`src/wdt_consts.svh`:
```
// Register offsets, field positions, reset values and ratios of the watchdog
`ifndef WDT_CONSTS_SVH
`define WDT_CONSTS_SVH

// ----------------------------------------
// Register byte offsets
// ----------------------------------------
`define WDT_OFS_CONTROL 8'h00
`define WDT_OFS_STATUS 8'h04
`define WDT_OFS_IRQ_ENABLE 8'h08
`define WDT_OFS_IRQ_CLEAR 8'h0C
`define WDT_OFS_COUNT 8'h10

// ----------------------------------------
// Control register fields
// ----------------------------------------
`define WDT_CTRL_EN_BIT 0
`define WDT_CTRL_PS_LSB 1
`define WDT_CTRL_PS_MSB 5
`define WDT_PS_RESET 5'h0B
`define WDT_EN_RESET 1'b0

// ----------------------------------------
// Status and interrupt fields
// ----------------------------------------
`define WDT_IRQ_AWAKE 0
`define WDT_IRQ_WAKE 1
`define WDT_ST_ACTIVE 2
`define WDT_ST_TO_N 3
`define WDT_ST_PD_N 4

// ----------------------------------------
// Prescale ratios
// ----------------------------------------
`define WDT_PS_MAX 5'h12
`define WDT_BASE_RATIO 24'h000020

`endif

```
`src/wdt_pkg.sv`:
```
// Types and shared functions of the watchdog
package wdt_pkg;
  `include "wdt_consts.svh"

  // Configuration mode bits
  typedef enum logic [1:0] {
    MODE_OFF = 2'b00,
    MODE_SOFT = 2'b01,
    MODE_NO_SLEEP = 2'b10,
    MODE_ON = 2'b11
  } cfg_mode_t;

  // Ratio of oscillator ticks per time-out; reserved codes give the minimum
  function automatic logic [23:0] period_ratio(input logic [4:0] code);
    if (code > `WDT_PS_MAX)
      period_ratio = `WDT_BASE_RATIO;
    else
      period_ratio = `WDT_BASE_RATIO << code;
  endfunction
endpackage

```
`src/wdt_core.sv`:
```
// Watchdog timer with sleep handling and a classic Wishbone register slave
`timescale 1ns/100ps
`include "wdt_consts.svh"

// Overview of operation
// [RQ1] The count clears on reset, clear instruction, sleep entry and exit, oscillator failure, disable, start-up timer with a crystal clock.
// [RQ2] After the clear at sleep entry the count runs on in sleep when the mode keeps it enabled.
// [RQ3] On leaving sleep the count clears and, with a crystal clock, stays clear while the start-up timer runs.
// [RQ4] A time-out during sleep wakes the device and gives no reset.
// [RQ5] A sleep time-out wake drives both the time-out and power-down flags low.
// [RQ6] With a crystal clock the count stays clear until the start-up timer ends, otherwise it clears once.
// [RQ7] A change of the internal oscillator divider leaves the count untouched.
// [RQ8] Period select in bits 5..1 gives ratio 32 doubled per code up to code 18.
// [RQ9] Period select resets to code 11, ratio 65536.
// [RQ10] Codes 19 to 31 act as the minimum ratio 32.
// [RQ11] Software enable in bit 0 matters only in mode 01.
// [RQ12] The time base is only the slow internal oscillator.
// [RQ13] Mode 11 always on, 10 on except in sleep, 01 software, 00 off.
// [RQ14] Firmware must clear in time, else an awake time-out resets the device.
// [RQ15] A time-out is detected when the count reaches the ratio and the count restarts at zero.
module wdt_core
  import wdt_pkg::*;
#(
  parameter int CNT_W = 24
)
(
  // Clock and reset
  input wire logic clk_i,
  input wire logic rst_i,
  // Wishbone slave
  input wire logic wb_cyc_i,
  input wire logic wb_stb_i,
  input wire logic wb_we_i,
  input wire logic [7:0] wb_adr_i,
  input wire logic [3:0] wb_sel_i,
  input wire logic [31:0] wb_dat_i,
  output logic [31:0] wb_dat_o,
  output logic wb_ack_o,
  // Time base and configuration
  input wire logic low_freq_internal_osc_i,
  input wire logic [1:0] config_mode_bits_i,
  input wire logic crystal_clock_i,
  // CPU events
  input wire logic clear_instruction_i,
  input wire logic sleep_i,
  input wire logic osc_fail_i,
  input wire logic oscillator_startup_timer_i,
  // Results
  output logic wdt_reset_o,
  output logic wake_o,
  output logic timeout_status_flag_n_o,
  output logic powerdown_status_flag_n_o,
  output logic irq_o
);

  // ----------------------------------------
  // Declarations
  // ----------------------------------------
  cfg_mode_t mode;
  logic [4:0] period_reg, period_next;
  logic swen_reg, swen_next;
  logic [1:0] ien_reg, ien_next;
  logic [1:0] ist_reg, ist_next;
  logic irq_reg, irq_next;
  logic ack_reg, ack_next;
  logic [31:0] dat_reg, dat_next;
  logic sleep_reg;
  logic to_n_reg, to_n_next, pd_n_reg, pd_n_next;
  logic rst_out_reg, rst_out_next, wake_reg, wake_next;
  logic active, sleep_entry, sleep_exit, cnt_clear, tick, tmo;
  logic wr_en, rd_en;
  logic [CNT_W-1:0] ratio, count;

  // ----------------------------------------
  // Time base and counter
  // ----------------------------------------

  // Slow oscillator pin, the only time base
  wdt_sync3 u_sync
  (
    .clk_i(clk_i),
    .rst_i(rst_i),
    .pin_i(low_freq_internal_osc_i), // RQ12
    .rise_o(tick)
  );

  // Mode decode and clearing conditions
  always_comb
  begin
    mode = cfg_mode_t'(config_mode_bits_i);
    unique case (mode)
      MODE_ON: active = 1'b1; // RQ2 RQ13
      MODE_NO_SLEEP: active = ~sleep_i; // RQ13
      MODE_SOFT: active = swen_reg; // RQ11
      MODE_OFF: active = 1'b0; // RQ13
    endcase
    sleep_entry = sleep_i & ~sleep_reg;
    sleep_exit = ~sleep_i & sleep_reg;
    // Start-up timer input runs only for crystal clocks, awake or after wake
    // Non-crystal clocks see only the single clear at the sleep edge
    // Any clear term blocks the time-out in the same cycle
    cnt_clear = clear_instruction_i | sleep_entry | sleep_exit | osc_fail_i | ~active // RQ1
      | (oscillator_startup_timer_i & crystal_clock_i); // RQ3 RQ6
    ratio = CNT_W'(period_ratio(period_reg)); // RQ8 RQ10
  end

  // Ratio counter; no divider select reaches it
  wdt_prescaler #(.CNT_W(CNT_W)) u_presc
  (
    .clk_i(clk_i),
    .rst_i(rst_i),
    .clear_i(cnt_clear), // RQ7
    .tick_i(tick),
    .ratio_i(ratio),
    .timeout_o(tmo), // RQ15
    .count_o(count)
  );

  // ----------------------------------------
  // Time-out actions and status flags
  // ----------------------------------------

  // Awake time-out resets, sleep time-out wakes
  always_comb
  begin
    rst_out_next = tmo & ~sleep_i; // RQ14
    wake_next = tmo & sleep_i; // RQ4
    to_n_next = to_n_reg;
    pd_n_next = pd_n_reg;
    if (clear_instruction_i)
    begin
      to_n_next = 1'b1;
      pd_n_next = 1'b1;
    end
    if (sleep_entry)
    begin
      to_n_next = 1'b1;
      pd_n_next = 1'b0;
    end
    if (tmo)
    begin
      to_n_next = 1'b0; // RQ5
      pd_n_next = ~sleep_i; // RQ5
    end
  end

  // Event and flag registers
  always_ff @(posedge clk_i)
  begin
    if (rst_i)
    begin
      sleep_reg <= 1'b0;
      rst_out_reg <= 1'b0;
      wake_reg <= 1'b0;
      to_n_reg <= 1'b1;
      pd_n_reg <= 1'b1;
    end
    else
    begin
      sleep_reg <= sleep_i;
      rst_out_reg <= rst_out_next;
      wake_reg <= wake_next;
      to_n_reg <= to_n_next;
      pd_n_reg <= pd_n_next;
    end
  end

  // ----------------------------------------
  // Register slave and interrupts
  // ----------------------------------------

  // Decode, write at the acknowledged edge, registered read data
  // Ack answers one cycle after the request and lasts one cycle
  // Read data stands only while ack is high, zero otherwise
  always_comb
  begin
    rd_en = wb_cyc_i & wb_stb_i & ~ack_reg;
    wr_en = wb_cyc_i & wb_stb_i & ack_reg & wb_we_i & wb_sel_i[0];
    ack_next = rd_en;
    period_next = period_reg;
    swen_next = swen_reg;
    ien_next = ien_reg;
    ist_next = ist_reg;
    if (wr_en && wb_adr_i == `WDT_OFS_CONTROL)
    begin
      period_next = wb_dat_i[`WDT_CTRL_PS_MSB:`WDT_CTRL_PS_LSB]; // RQ8
      swen_next = wb_dat_i[`WDT_CTRL_EN_BIT]; // RQ11
    end
    if (wr_en && wb_adr_i == `WDT_OFS_IRQ_ENABLE)
      ien_next = wb_dat_i[1:0];
    if (wr_en && wb_adr_i == `WDT_OFS_IRQ_CLEAR)
      ist_next = ist_reg & ~wb_dat_i[1:0];
    // Set wins over a clear in the same cycle
    ist_next[`WDT_IRQ_AWAKE] = ist_next[`WDT_IRQ_AWAKE] | rst_out_next;
    ist_next[`WDT_IRQ_WAKE] = ist_next[`WDT_IRQ_WAKE] | wake_next;
    irq_next = |(ist_next & ien_next);
    dat_next = 32'h00000000;
    if (rd_en && !wb_we_i)
    begin
      unique case (wb_adr_i)
        `WDT_OFS_CONTROL: dat_next = {26'h0, period_reg, swen_reg};
        `WDT_OFS_STATUS: dat_next = {27'h0, pd_n_reg, to_n_reg, active, ist_reg};
        `WDT_OFS_IRQ_ENABLE: dat_next = {30'h0, ien_reg};
        `WDT_OFS_COUNT: dat_next = 32'(count);
        default: dat_next = 32'h00000000;
      endcase
    end
  end

  // Register file
  always_ff @(posedge clk_i)
  begin
    if (rst_i)
    begin
      period_reg <= `WDT_PS_RESET; // RQ9
      swen_reg <= `WDT_EN_RESET;
      ien_reg <= 2'h0;
      ist_reg <= 2'h0;
      irq_reg <= 1'b0;
      ack_reg <= 1'b0;
      dat_reg <= 32'h00000000;
    end
    else
    begin
      period_reg <= period_next;
      swen_reg <= swen_next;
      ien_reg <= ien_next;
      ist_reg <= ist_next;
      irq_reg <= irq_next;
      ack_reg <= ack_next;
      dat_reg <= dat_next;
    end
  end

  // Outputs
  assign wb_ack_o = ack_reg;
  assign wb_dat_o = dat_reg;
  assign irq_o = irq_reg;
  assign wdt_reset_o = rst_out_reg;
  assign wake_o = wake_reg;
  assign timeout_status_flag_n_o = to_n_reg;
  assign powerdown_status_flag_n_o = pd_n_reg;
endmodule

```
`src/wdt_prescaler.sv`:
```
// Tick counter that flags a time-out at the selected ratio
`timescale 1ns/100ps
module wdt_prescaler
#(
  parameter int CNT_W = 24
)
(
  // Clock and reset
  input wire logic clk_i,
  input wire logic rst_i,
  // Control
  input wire logic clear_i,
  input wire logic tick_i,
  input wire logic [CNT_W-1:0] ratio_i,
  // Result
  output logic timeout_o,
  output logic [CNT_W-1:0] count_o
);
  logic [CNT_W-1:0] count_reg, count_next;
  logic hit;

  // Clear wins; on reaching the ratio restart from zero
  always_comb
  begin
    hit = tick_i & ~clear_i & (count_reg >= ratio_i - 1'b1);
    count_next = count_reg;
    if (clear_i || hit)
      count_next = '0;
    else if (tick_i)
      count_next = count_reg + 1'b1;
  end

  // Count register
  always_ff @(posedge clk_i)
  begin
    if (rst_i)
      count_reg <= '0;
    else
      count_reg <= count_next;
  end

  assign timeout_o = hit;
  assign count_o = count_reg;
endmodule

```
`src/wdt_sync3.sv`:
```
// Three-stage synchroniser with edge detect for the slow oscillator pin
`timescale 1ns/100ps
module wdt_sync3
(
  // Clock and reset
  input wire logic clk_i,
  input wire logic rst_i,
  // Asynchronous pin
  input wire logic pin_i,
  // Filtered rising edge
  output logic rise_o
);
  logic s1_reg, s2_reg, s3_reg, level_reg, rise_reg;
  logic level_next, rise_next;

  // Level changes only once stages two and three agree
  always_comb
  begin
    level_next = level_reg;
    if (s2_reg == s3_reg)
      level_next = s3_reg;
    rise_next = level_next & ~level_reg;
  end

  // Register stages
  always_ff @(posedge clk_i)
  begin
    if (rst_i)
    begin
      s1_reg <= 1'b0;
      s2_reg <= 1'b0;
      s3_reg <= 1'b0;
      level_reg <= 1'b0;
      rise_reg <= 1'b0;
    end
    else
    begin
      s1_reg <= pin_i;
      s2_reg <= s1_reg;
      s3_reg <= s2_reg;
      level_reg <= level_next;
      rise_reg <= rise_next;
    end
  end

  assign rise_o = rise_reg;
endmodule
```
`config.mk`:
```
export PLATFORM = sky130hd
export DESIGN_NAME = wdt_core
export DESIGN_NICKNAME = d
export VERILOG_FILES = /design/src/wdt_pkg.sv /design/src/wdt_core.sv /design/src/wdt_prescaler.sv /design/src/wdt_sync3.sv
export VERILOG_INCLUDE_DIRS = /design/src
export SDC_FILE = /design/constraint.sdc
export NUM_CORES = 1
export LEC_CHECK = 0
export ABC_AREA = 1
export BUFFER_PORTS_ARGS = -buffer_cell sky130_fd_sc_hd__clkbuf_2
export CAP_MARGIN = 20
export CORE_ASPECT_RATIO = 0.9
export CORE_UTILIZATION = 48
export DETAILED_ROUTE_END_ITERATION = 8
export PLACE_DENSITY_LB_ADDON = 0.2
export SKIP_CTS_REPAIR_TIMING = 1
export SLEW_MARGIN = 20
export SYNTH_ARGS = -nofsm -noshare
export SYNTH_HDL_FRONTEND = slang
export SYNTH_SLANG_ARGS = --single-unit
```
`constraint.sdc`:
```
create_clock -name clk_i -period 2.9 [get_ports clk_i]
set_input_delay 0.58 -clock clk_i [delete_from_list [all_inputs] [get_ports clk_i]]
set_output_delay 0.58 -clock clk_i [all_outputs]
set_load 0.005 [all_outputs]
```
# After elaboration in Yosys (flattened, before gate mapping)
# Index checks and enable logic that the tools add are counted.
# word_totals
out_inout_bits,38
reg_bits,78
# classes
n_bitwise,30
n_lt_le_gt_ge,2
add_sub_neg,2
n_shift,1
n_mux,11
n_eq_ne,8
n_reduce_logical,12
# ops
operator,n
$pmux 24 s4,1
$add 24x1->24 const B,1
$ge 24x24->1,1
$mux 24,1
$shl 6x5->24 const A,1
$sub 24x1->24 const B,1
$eq 8x4->1 const B,2
$and 1x1->1,13
$eq 8x3->1 const B,1
$eq 8x5->1 const B,1
$logic_not 8->1,1
$not 1->1,7
$or 1x1->1,7
$mux 1,6
$reduce_or 2->1,3
$gt 5x5->1 const B,1
$and 2x2->2,2
$eq 2x2->1 const B,2
$logic_and 1x1->1,4
$mux 2,2
$pmux 1 s4,1
$reduce_bool 3->1,1
$eq 2x1->1 const B,1
$logic_not 2->1,1
other kinds (4),4

# Longest topological paths before layout
# Gate-level depths: netlist of the first run.
# depth
depth_word,14
mapped_depth,25
ltp_nobuf,25

# By module
# Synthesis of the first run repeated with hierarchy kept, for this count alone.
# hier_totals
hier_cells,635
hier_area_um2,4484.3
# by_module_without_submodules
mod,area_per_inst_um2,cells_each,instances
wdt_prescaler,2342.2,367,1
wdt_core,1989.4,252,1
wdt_sync3,152.6,16,1

# Worst setup path after synthesis of the first run
# No wires, ideal clock.
# synth_path
path_kind,register to register
from,register period_reg[1]
to,"register u_presc.count_reg[9], in the netlist u_presc.count_o[9]"
stages_incl_launch_ff,25
synth_period_minus_slack_ns,3.018
arrival_ns,2.946
required_time_ns,2.828
n_path_buf,1
path_slack_ns,-0.118
cell_sequence,dfxtp_1 > inv_2 > nor2_4 > nand2_1 > nor3_2 > o21a_1 > ha_1 > nand2_1 > nor2_1 > nand2_1 > nor2_4 > nand2_2 > nor2_2 > xor2_1 > ha_1 > nand2_1 > inv_1 > nand2_1 > nand2_1 > a21oi_1 > nand3_1 > nand2_2 > nand2_2 > buf_4 > nor3b_2
# synth_via
elab_chain_len,7
elab_cells_between_ends,8
classes_between,add/sub: 1; order compare: 2; shift: 1; mux: 1; bitwise: 1; reduce/logical: 2
# synth_rtl
item,line,text
"start, declared",wdt_core.sv:60,"logic [4:0] period_reg, period_next;"
"start signal, assigned",wdt_core.sv:215,period_reg <= `WDT_PS_RESET;
"start signal, assigned",wdt_core.sv:225,period_reg <= period_next;
$gt 5x5->1 (no source line) or $shl 6x5->24 (tied branches),n/a,
$mux 24 (*),wdt_pkg.sv:15,if (code > `WDT_PS_MAX)
$sub 24x1->24 (*),wdt_prescaler.sv:25,hit = tick_i & ~clear_i & (count_reg >= ratio_i - 1'b1);
$ge 24x24->1 (*),wdt_prescaler.sv:25,
$and 1x1->1 (*),wdt_prescaler.sv:25,
$logic_or 1x1->1 (*),wdt_prescaler.sv:27,if (clear_i || hit)
$reduce_or 2->1 (no source line) (*),n/a,
"end signal, assigned",wdt_prescaler.sv:39,count_reg <= count_next;
"end, declared",wdt_prescaler.sv:19,"logic [CNT_W-1:0] count_reg, count_next;"
# Mark *: on every way between the ends. The rest lies on a longest branch, timed or not.
# A chain may end at the register's enable or synchronous reset.

# Worst setup path in the final report of the first run
# Ends and elaborated chain as after synthesis.

==> flow_results.org, run 1 <==
** Hold path
- Classification of the worst-slack hold path :: flop to flop

** STA
- Share of the clock period used by the worst path :: 115%
- Smallest setup slack after layout :: -0.431 ns
- Setup repair after global routing could not meet its margin everywhere.
- The max-slew violation total from the final report is 0.
- Timing-limited maximum frequency :: 300 MHz
- Subtracting the final worst setup slack from the clock period gives 3.33 ns.
- Setup violations remaining at the end of the flow were counted as 31.
- Clk_skew :: 0.0194 ns
- Hold Vio Cnt, Final :: 0

** Die
- Placeable core area :: 7660 µm²
- Overall die height :: 87.0 µm
- Row count :: 30
- The die is 96.5 µm wide.
- Die area :: 8400 µm²
- Starting utilization of the core area :: 50.4%
- 95 I/O pins were placed.

** Logic synthesis
- For this run, the number of Yosys warnings is 0.
- After synthesis, the largest area contributor takes up 36.3% of total cell area.
- Number of synthesized flops with an enable pin :: 0
- After synthesis, flip-flops and latches occupy 36.3% of the total area.
- Post-Synthesis Mean Instance Area :: 7.22 µm²
- The synthesized netlist contains 40 unique library cells.
- Synthesis produced 534 cells.
- Ranked by total cell area, the synthesized netlist is headed by sky130_fd_sc_hd__dfxtp_1, sky130_fd_sc_hd__nand2_1, sky130_fd_sc_hd__nor2_1.
- The largest total area in the synthesized netlist belongs to sky130_fd_sc_hd__dfxtp_1.
- After synthesis, the share of flip-flops with an asynchronous set or reset is 0%.
- Synth Cell Area :: 3860 µm²
- After synthesis the netlist holds a flip-flop and latch count of 70.
- For this run, the leading register cell type out of synthesis is sky130_fd_sc_hd__dfxtp_1.

** Pwr
- Dividing total power by cell area gives a power density of 401 nW/µm².
- Largest voltage drop on the vdd net :: 0.000221 V
- Standby leakage power :: 2.24 nW

** Worst setup path
- Kind of launch point of the worst setup path :: flop
- CP required :: 3.18 ns
- Capture point of the critical path :: u_presc.count_o[9]
- Path length in cells of the critical path :: 24
- In this run the worst setup path begins at period_reg[1].
- Worst Setup End Kind :: flop
- The critical path goes through inv_4 > nor2_4 > nand2_2 > nor3_4 > o21a_1 > ha_2 > nand2_2 > nor2_1 > nand2_1 > nor2_4 > nand2_4 > nor2_4 > xor2_1 > ha_1 > nand2_2 > inv_1 > nand2_1 > nand2_1 > a21oi_2 > nand3_4 > nand2_4 > nand2_4 > buf_4 > nor3b_2.
- Setup Crit Path Kind :: flop to flop
- Grouping stages by cell kind, the critical path spends the most delay in simple AND/OR/NAND/NOR gates.
- Destination of the worst register-to-register timing path :: u_presc.count_o[9]
- CP peak stage delay :: 0.39 ns
- Number of buffer and inverter instances along the worst setup path :: 3
- The worst register-to-register path has a depth of 24.
- Arr. time, crit path :: 3.61 ns
- Biggest fanout along the worst timing path :: 10
- For flop-to-flop paths, the worst setup slack is -0.43 ns.
- The startpoint identified for the worst register-to-register timing path is period_reg[1].
- The slowest stage of the critical path belongs to the cell sky130_fd_sc_hd__dfxtp_4.

** Detailed routing
- Summed over all nets, wire length on met3 after detailed routing comes to 388 µm.
- The detailed router put a total of 4420 µm of wire on met1.
- Avg WL per Cell :: 12.4 µm
- Pre-Repair DR Iteration Count :: 7
- Detailed route wirelength on metal2 :: 4240 µm
- Starting DRC count in detailed routing :: 151
- Post-route antenna net violation count :: 0
- Drt drc :: 0
- The highest layer touched by signal routing is met4.
- The routed design has 9170 µm of wire.
- Via count of the routed design :: 3709
- Dividing the detail-routed via count by the number of cells gives 5.02.

** Global routing
- Total congestion overflow :: 0
- The via count of the first global-routing pass came to 3434.
- The first global-routing pass estimated 15500 µm of wire.
- Entering global routing, the biggest net connects 19 pins.
- Initial antenna violation count :: 0
- Total global routing track utilization :: 23.9%

** Cells and area
- Nets@finish :: 716
- The finished cells cover 4860 µm².
- Across the whole layout, storage elements account for 1410 µm².
- In the final layout, the multi-input gates occupy 2210 µm².
- Relative to the synthesized area, the layout overhead comes to 26.1%.
- The filler cells instantiated in the layout total 692.
- Final Non-Filler Cells :: 739
- Fraction of layout instances using a drive strength above 1 :: 27.1%
- Inserted Diodes :: 0

** Placement
- Gpl congestion :: 0.877
- Detailed placement ended at an HPWL of 7130 µm.
- Placed inst area :: 4510 µm²
- Number of buffers added on ports :: 57
- Number of placed instances with taps included :: 719

** CTS
- The H-tree was split into 3 levels.
- After clock tree synthesis, the clock-pin slew on the worst setup and hold paths is 0.10 ns.
- Maximum number of buffers from clock root to sink :: 2
- For this design, the sink count on the clock tree is 70.
- Clock buffer count from CTS :: 9
- CTS placed an instance of sky130_fd_sc_hd__clkbuf_8 at the clock tree root.
- For the worst-skew pair, the clock arrives at the later sink with an insertion delay of 0.35 ns.
- TritonCTS clock tree :: built

** Run status
- The run finished, with violations left.
- Violations in the final reports :: negative setup slack

** Flow run
- Max-cap violations in this run came to 0.
[routing by layer]
metal  up-vias  track usage, %
li1       1906               -
met3        11            4.89
met5         -               0
met1      1705            31.9
met4         0            6.28
met2        87            39.1
[Yosys cell counts, drive strengths merged, types with 7 or more instances]
cell   count
xor2      16
inv       72
nand4      7
buf       14
nor3      31
nand3     27
ha        21
o21ai     15
nand2    118
a21oi     26
nor2      88
dfxtp     70
[stage by stage]
step	TNS, ns	power, mW	hold slack (ns)	worst slack, ns	util [%]
after global placement	-7.06	1.05	0.405	-0.302	59.0
final	-10.34	1.95	0.417	-0.431	63.5
after detailed placement	-8.96	1.05	0.412	-0.368	59.0
after CTS	-10.68	1.97	0.406	-0.437	61.9
after floorplan	-0.252	1.03	0.388	-0.0555	-
after global routing	-18.58	2.02	0.428	-0.673	63.5
[layout by cell type, fill, tap and decap left out, types with 15 or more instances in the layout]
cell type | netlist | layout
sky130_fd_sc_hd__a21oi_1 | 25 | 24
sky130_fd_sc_hd__buf_4 | 11 | 41
sky130_fd_sc_hd__clkbuf_2 | 0 | 57
sky130_fd_sc_hd__dfxtp_1 | 70 | 69
sky130_fd_sc_hd__ha_1 | 21 | 20
sky130_fd_sc_hd__inv_1 | 64 | 64
sky130_fd_sc_hd__nand2_1 | 111 | 108
sky130_fd_sc_hd__nand3_1 | 25 | 19
sky130_fd_sc_hd__nor2_1 | 75 | 74
sky130_fd_sc_hd__nor3_1 | 25 | 23
sky130_fd_sc_hd__xor2_1 | 16 | 15
[tightest hold or removal path, stage by stage, from the launching register on]
cell,delay [ns]
sky130_fd_sc_hd__dfxtp_1,0.31
sky130_fd_sc_hd__inv_1,0.04
sky130_fd_sc_hd__nor2_1,0.03
[cell families (layout without fill, tap and decap cells)]
kind of cell / after synthesis / after routing / synth area share (%)
fa+ha+maj: 21 / 21 / 6.81
flops: 70 / 70 / 36.3
xor+xnor: 20 / 20 / 4.54
simple gates: 281 / 281 / 34.6
compound gates: 54 / 54 / 7.88
other cells: 1 / 8 / 0.0972
buf+inv: 87 / 189 / 9.77
[worst min path at each step]
stage	start	endpoint	slack, ns	cells past startpoint
after floorplan	u_sync.s1_reg	u_sync.s2_reg	0.39	2
final	u_sync.s1_reg	u_sync.s2_reg	0.42	2
after CTS	low_freq_internal_osc_i	u_sync.s1_reg	0.41	3
after global placement	u_sync.s1_reg	u_sync.s2_reg	0.41	2
after global routing	low_freq_internal_osc_i	u_sync.s1_reg	0.43	3
after detailed placement	u_sync.s1_reg	u_sync.s2_reg	0.41	2
[power breakdown]
part	total [mW]	leakage [nW]	switching [mW]	internal [mW]
Sequential	0.967	0.565	0.00342	0.964
Clock	0.923	0.112	0.425	0.498
Combinational	0.0605	1.56	0.0355	0.0250
Total	1.95	2.24	0.464	1.49
[cell type report]
class                   count  share of cell area, %
flip-flops and latches     70                   28.9
multi-input cells         384                   45.4
inverters                  72                   5.61
repair buffers            101                   12.9
clock buffers               9                   2.55
clock inverters             7                   2.16
well taps                  96                   2.47
(Power assumes the default switching activity.)
==> inputs of run 2 (changes only) <==
--- a/config.mk
+++ b/config.mk
@@ -12,7 +12,7 @@
 export CORE_ASPECT_RATIO = 0.9
 export CORE_UTILIZATION = 48
 export DETAILED_ROUTE_END_ITERATION = 8
-export PLACE_DENSITY_LB_ADDON = 0.2
+export PLACE_DENSITY = 0.82
 export SKIP_CTS_REPAIR_TIMING = 1
 export SLEW_MARGIN = 20
 export SYNTH_ARGS = -nofsm -noshare
==> run 2 against run 1 <==
The flow still finishes with violations (negative setup slack). Power is 11% lower. First-iteration DRC count increased by 9.3%. Clock-buffer cell count unchanged. Hold slack better by 0.0010 ns. Core utilization down 0.20 points. Flip-flop and latch count is the same. Die area is the same. Via count barely moved. Largest cell class unchanged.
==> flow_results.org, run 2 (synthesis gave the netlist of run 1 again) <==
** Placement
- The half-perimeter wire length after detailed placement came to 7050 µm (-1.1%).
- Gpl congestion :: 0.915 (+4.3%)
- Number of buffers added on ports :: 57 (unchanged)
- The cell area after placement is 4540 µm² (+0.61%).
- Number of placed instances with taps included :: 721 (+0.28%)

** STA
- Setup repair after global routing could not meet its margin everywhere.
- For the pin with the worst max-slew slack, the measured transition is 0.551 ns.
- Hold Vio Cnt, Final :: 0 (unchanged)
- The total of endpoints with negative setup slack in the final report was 31 (unchanged).
- Clk_skew :: 0.0139 ns (-0.00551 ns)
- Smallest setup slack after layout :: -0.347 ns (+0.0841 ns)
- Share of the clock period used by the worst path :: 112% (-2.9 points)
- The fmax was 308 MHz (+2.6%).
- The max-slew violation total from the final report is 0 (unchanged).
- Headroom to the max-slew limit came out at 63.2%.
- Time the final worst path needs with I/O delays and setup :: 3.25 ns (-0.0841 ns)

** Pwr
- Pwr per Cell Area :: 357 nW/µm² (-11%)
- The internal power summed over all cells is 1.30 mW (-12%).
- Switching share of total power :: 24.7% (+0.90 points)
- Largest voltage drop on the vdd net :: 0.000316 V (+43%)
- Clock share of power :: 40.4% (-6.9 points)
- The total net switching power was 0.427 mW (-8.1%).
- Part of the total power dissipated in combinational logic :: 3.6% (+0.5 points)
- Standby leakage power :: 2.21 nW (-1.3%)
- The relative contribution of sequential cells to total power came to 56.0% (+6.4 points).

** CTS
- TritonCTS built the clock tree.
- Clock latency reported for the late side of the worst-skew pair :: 0.34 ns (about the same)
- The clock sink count came to 70 (unchanged).
- Clock slew at the register clock pins of the worst setup and hold paths :: 0.08 ns (-0.02 ns)
- The maximum buffer depth of the clock tree was 2 (unchanged).
- Clock buffer count from CTS :: 9 (unchanged)
- The tree is rooted in a sky130_fd_sc_hd__clkbuf_8.
- The level count of the clock H-tree was 3 (unchanged).

** Global routing
- The maximum number of pins on one net before global-route repair was 19 (unchanged).
- Fraction of met2 tracks used by global routing :: 40.7% (+1.6 points)
- Initial antenna violation count :: 0 (unchanged)
- Busiest layer in global routing :: met2
- M3 GR Usage :: 4.45% (-0.44 points)
- Number of global-route vias before repair :: 3541 (+3.1%)
- The global-route wire length before repair was 15200 µm (-2.1%).
- GR Util met1 :: 28.2% (-3.6 points)
- The sum of overflow across all layers after global routing came to 0 (unchanged).
- The global-route total usage across every layer is 23.2% (-0.72 points).

** Worst setup path
- The endpoint arrival time on the critical path was 3.52 ns (-0.09 ns).
- Master of the slowest instance on the critical path :: sky130_fd_sc_hd__dfxtp_2
- Start of the worst register-to-register path :: period_reg[1]
- The worst setup slack for register-to-register paths came to -0.35 ns (+0.08 ns).
- The signal on the critical path passes through inv_2 > nor2_4 > nand2_2 > nor3_2 > o21a_1 > ha_2 > nand2_2 > nor2_2 > nand2_2 > nor2_4 > nand2_2 > nor2_2 > xor2_1 > ha_1 > nand2_2 > inv_1 > nand2_1 > nand2_1 > a21oi_2 > nand3_2 > nand2_4 > nand2_8 > buf_12 > nor3b_2.
- Reg2Reg Depth :: 24 (unchanged)
- Worst Setup End Kind :: flop
- Destination of the worst register-to-register timing path :: u_presc.count_o[9]
- CP required :: 3.17 ns (about the same)
- Kind of launch point of the worst setup path :: flop
- Cell type with the highest occurrence count on the critical path :: sky130_fd_sc_hd__nand2_2
- Setup Crit Path Kind :: flop to flop
- The highest cell delay on the worst timing path was 0.36 ns (-0.03 ns).
- Biggest fanout along the worst timing path :: 10 (unchanged)

** Cells and area
- Commonest non-fill, non-tap cell in the layout :: sky130_fd_sc_hd__nand2_1
- The final-stage net count is 718 (+0.28%).
- Top library cells by usage in the layout, fill and taps aside :: sky130_fd_sc_hd__nand2_1, sky130_fd_sc_hd__dfxtp_1, sky130_fd_sc_hd__nor2_1, sky130_fd_sc_hd__inv_1, sky130_fd_sc_hd__clkbuf_2
- The proportion of layout cells with a drive suffix above 1 is 28.7% (+1.6 points).
- The final instance count without filler cells is 741 (+0.27%).
- The area of all placed cells without fillers is 4850 µm² (-0.31%).
- The count of antenna diodes in the layout was 0 (unchanged).
- The area growth from synthesis to layout is 25.7%.

** Die
- Placeable core area :: 7660 µm² (unchanged)
- Die area :: 8400 µm² (unchanged)
- The top-level port count came to 95 (unchanged).
- The chip height is 87.0 µm (unchanged).
- Die width :: 96.5 µm (unchanged)
- The row count was 30 (unchanged).
- Starting utilization of the core area :: 50.4% (unchanged)

** Flow run
- Maximum capacitance violations :: 0 (unchanged)

** Hold path
- Classification of the worst-slack hold path :: flop to flop
- The number of stages on the worst hold path is 2 (unchanged).
- Min-delay src :: u_sync.s1_reg
- Worst Hold Path EP :: u_sync.s2_reg

** Run status
- The checks that failed: negative setup slack.
- The flow ran to the end, but the final reports show violations.

** Detailed routing
- Starting DRC count in detailed routing :: 165 (+9.3%)
- The count of unresolved DRC violations after routing was 0 (unchanged).
- The wire length per cell after detailed routing came to 12.4 µm (+0.17%).
- Via/cell ratio :: 5.00 (-0.35%)
- The post-detailed-routing wire length came to 9210 µm (+0.44%).
- Via count of the routed design :: 3706 (-0.081%)
- The post-detailed-route count of antenna-violating nets came to 0 (unchanged).
- Pre-Repair DR Iteration Count :: 4 (-3)
run 2: cell types whose count changed in the layout (fill, tap and decap cells not counted), sizes merged:
cell,change
bufinv,-2
buf,+2
clkinv,+4
inv,-2
run 2: how the worst max path moves through the flow:
stage	from	end	slack [ns]
2_1_floorplan	period_reg[0]	u_presc.count_o[9]	-0.06
3_3_place_gp	period_reg[1]	u_presc.count_o[16]	-0.21
3_5_place_dp	period_reg[1]	u_presc.count_o[16]	-0.30
4_1_cts	period_reg[1]	u_presc.count_o[16]	-0.32
5_1_grt	period_reg[1]	powerdown_status_flag_n_o	-0.55
6_report	period_reg[1]	u_presc.count_o[9]	-0.35
run 2: final cells by class:
type | count | area [µm²]
Inverter | 72 | 270
Tap cell | 96 | 120
Clock buffer | 9 | 124
Multi-Input combinational cell | 384 | 2230
Sequential cell | 70 | 1400
Clock inverter | 7 | 48.8
Fill cell | 677 | 2810
Timing Repair Buffer | 103 | 651
run 2: worst max-delay path: cells and delay by family (launching register included):
family | cells | cell delay [ns]
AND/OR/NAND/NOR | 16 | 1.55
adder cells (fa/ha/maj) | 2 | 0.47
flip-flops | 1 | 0.36
AO/OA/AOI/OAI | 2 | 0.34
buffers and inverters | 3 | 0.27
XOR/XNOR | 1 | 0.16
run 2: metrics by stage:
step	power, mW	TNS, ns	util, %	hold WS (ns)	setup slack, ns
2_1_floorplan	1.03	-0.252	-	0.388	-0.0555
3_3_place_gp	1.05	-4.41	59.3	0.390	-0.205
3_5_place_dp	1.05	-7.02	59.3	0.412	-0.300
4_1_cts	1.73	-7.83	61.6	0.411	-0.325
5_1_grt	1.79	-14.42	63.3	0.422	-0.552
6_report	1.73	-8.32	63.3	0.418	-0.347
run 2: routing by layer:
metal / vias up / routed length [µm]
met1: 1662 / 4100
met5: - / 0
met3: 13 / 487
li1: 1908 / -
met2: 123 / 4510
met4: 0 / 112
run 2: power by group through the flow:
stage	logic (mW)	clock network [mW]	registers, mW
after floorplan	0.0372	0	0.990
after global placement	0.0566	0	0.991
after detailed placement	0.0589	0	0.991
after CTS	0.0593	0.703	0.968
after global routing	0.0693	0.749	0.969
final	0.0615	0.698	0.968
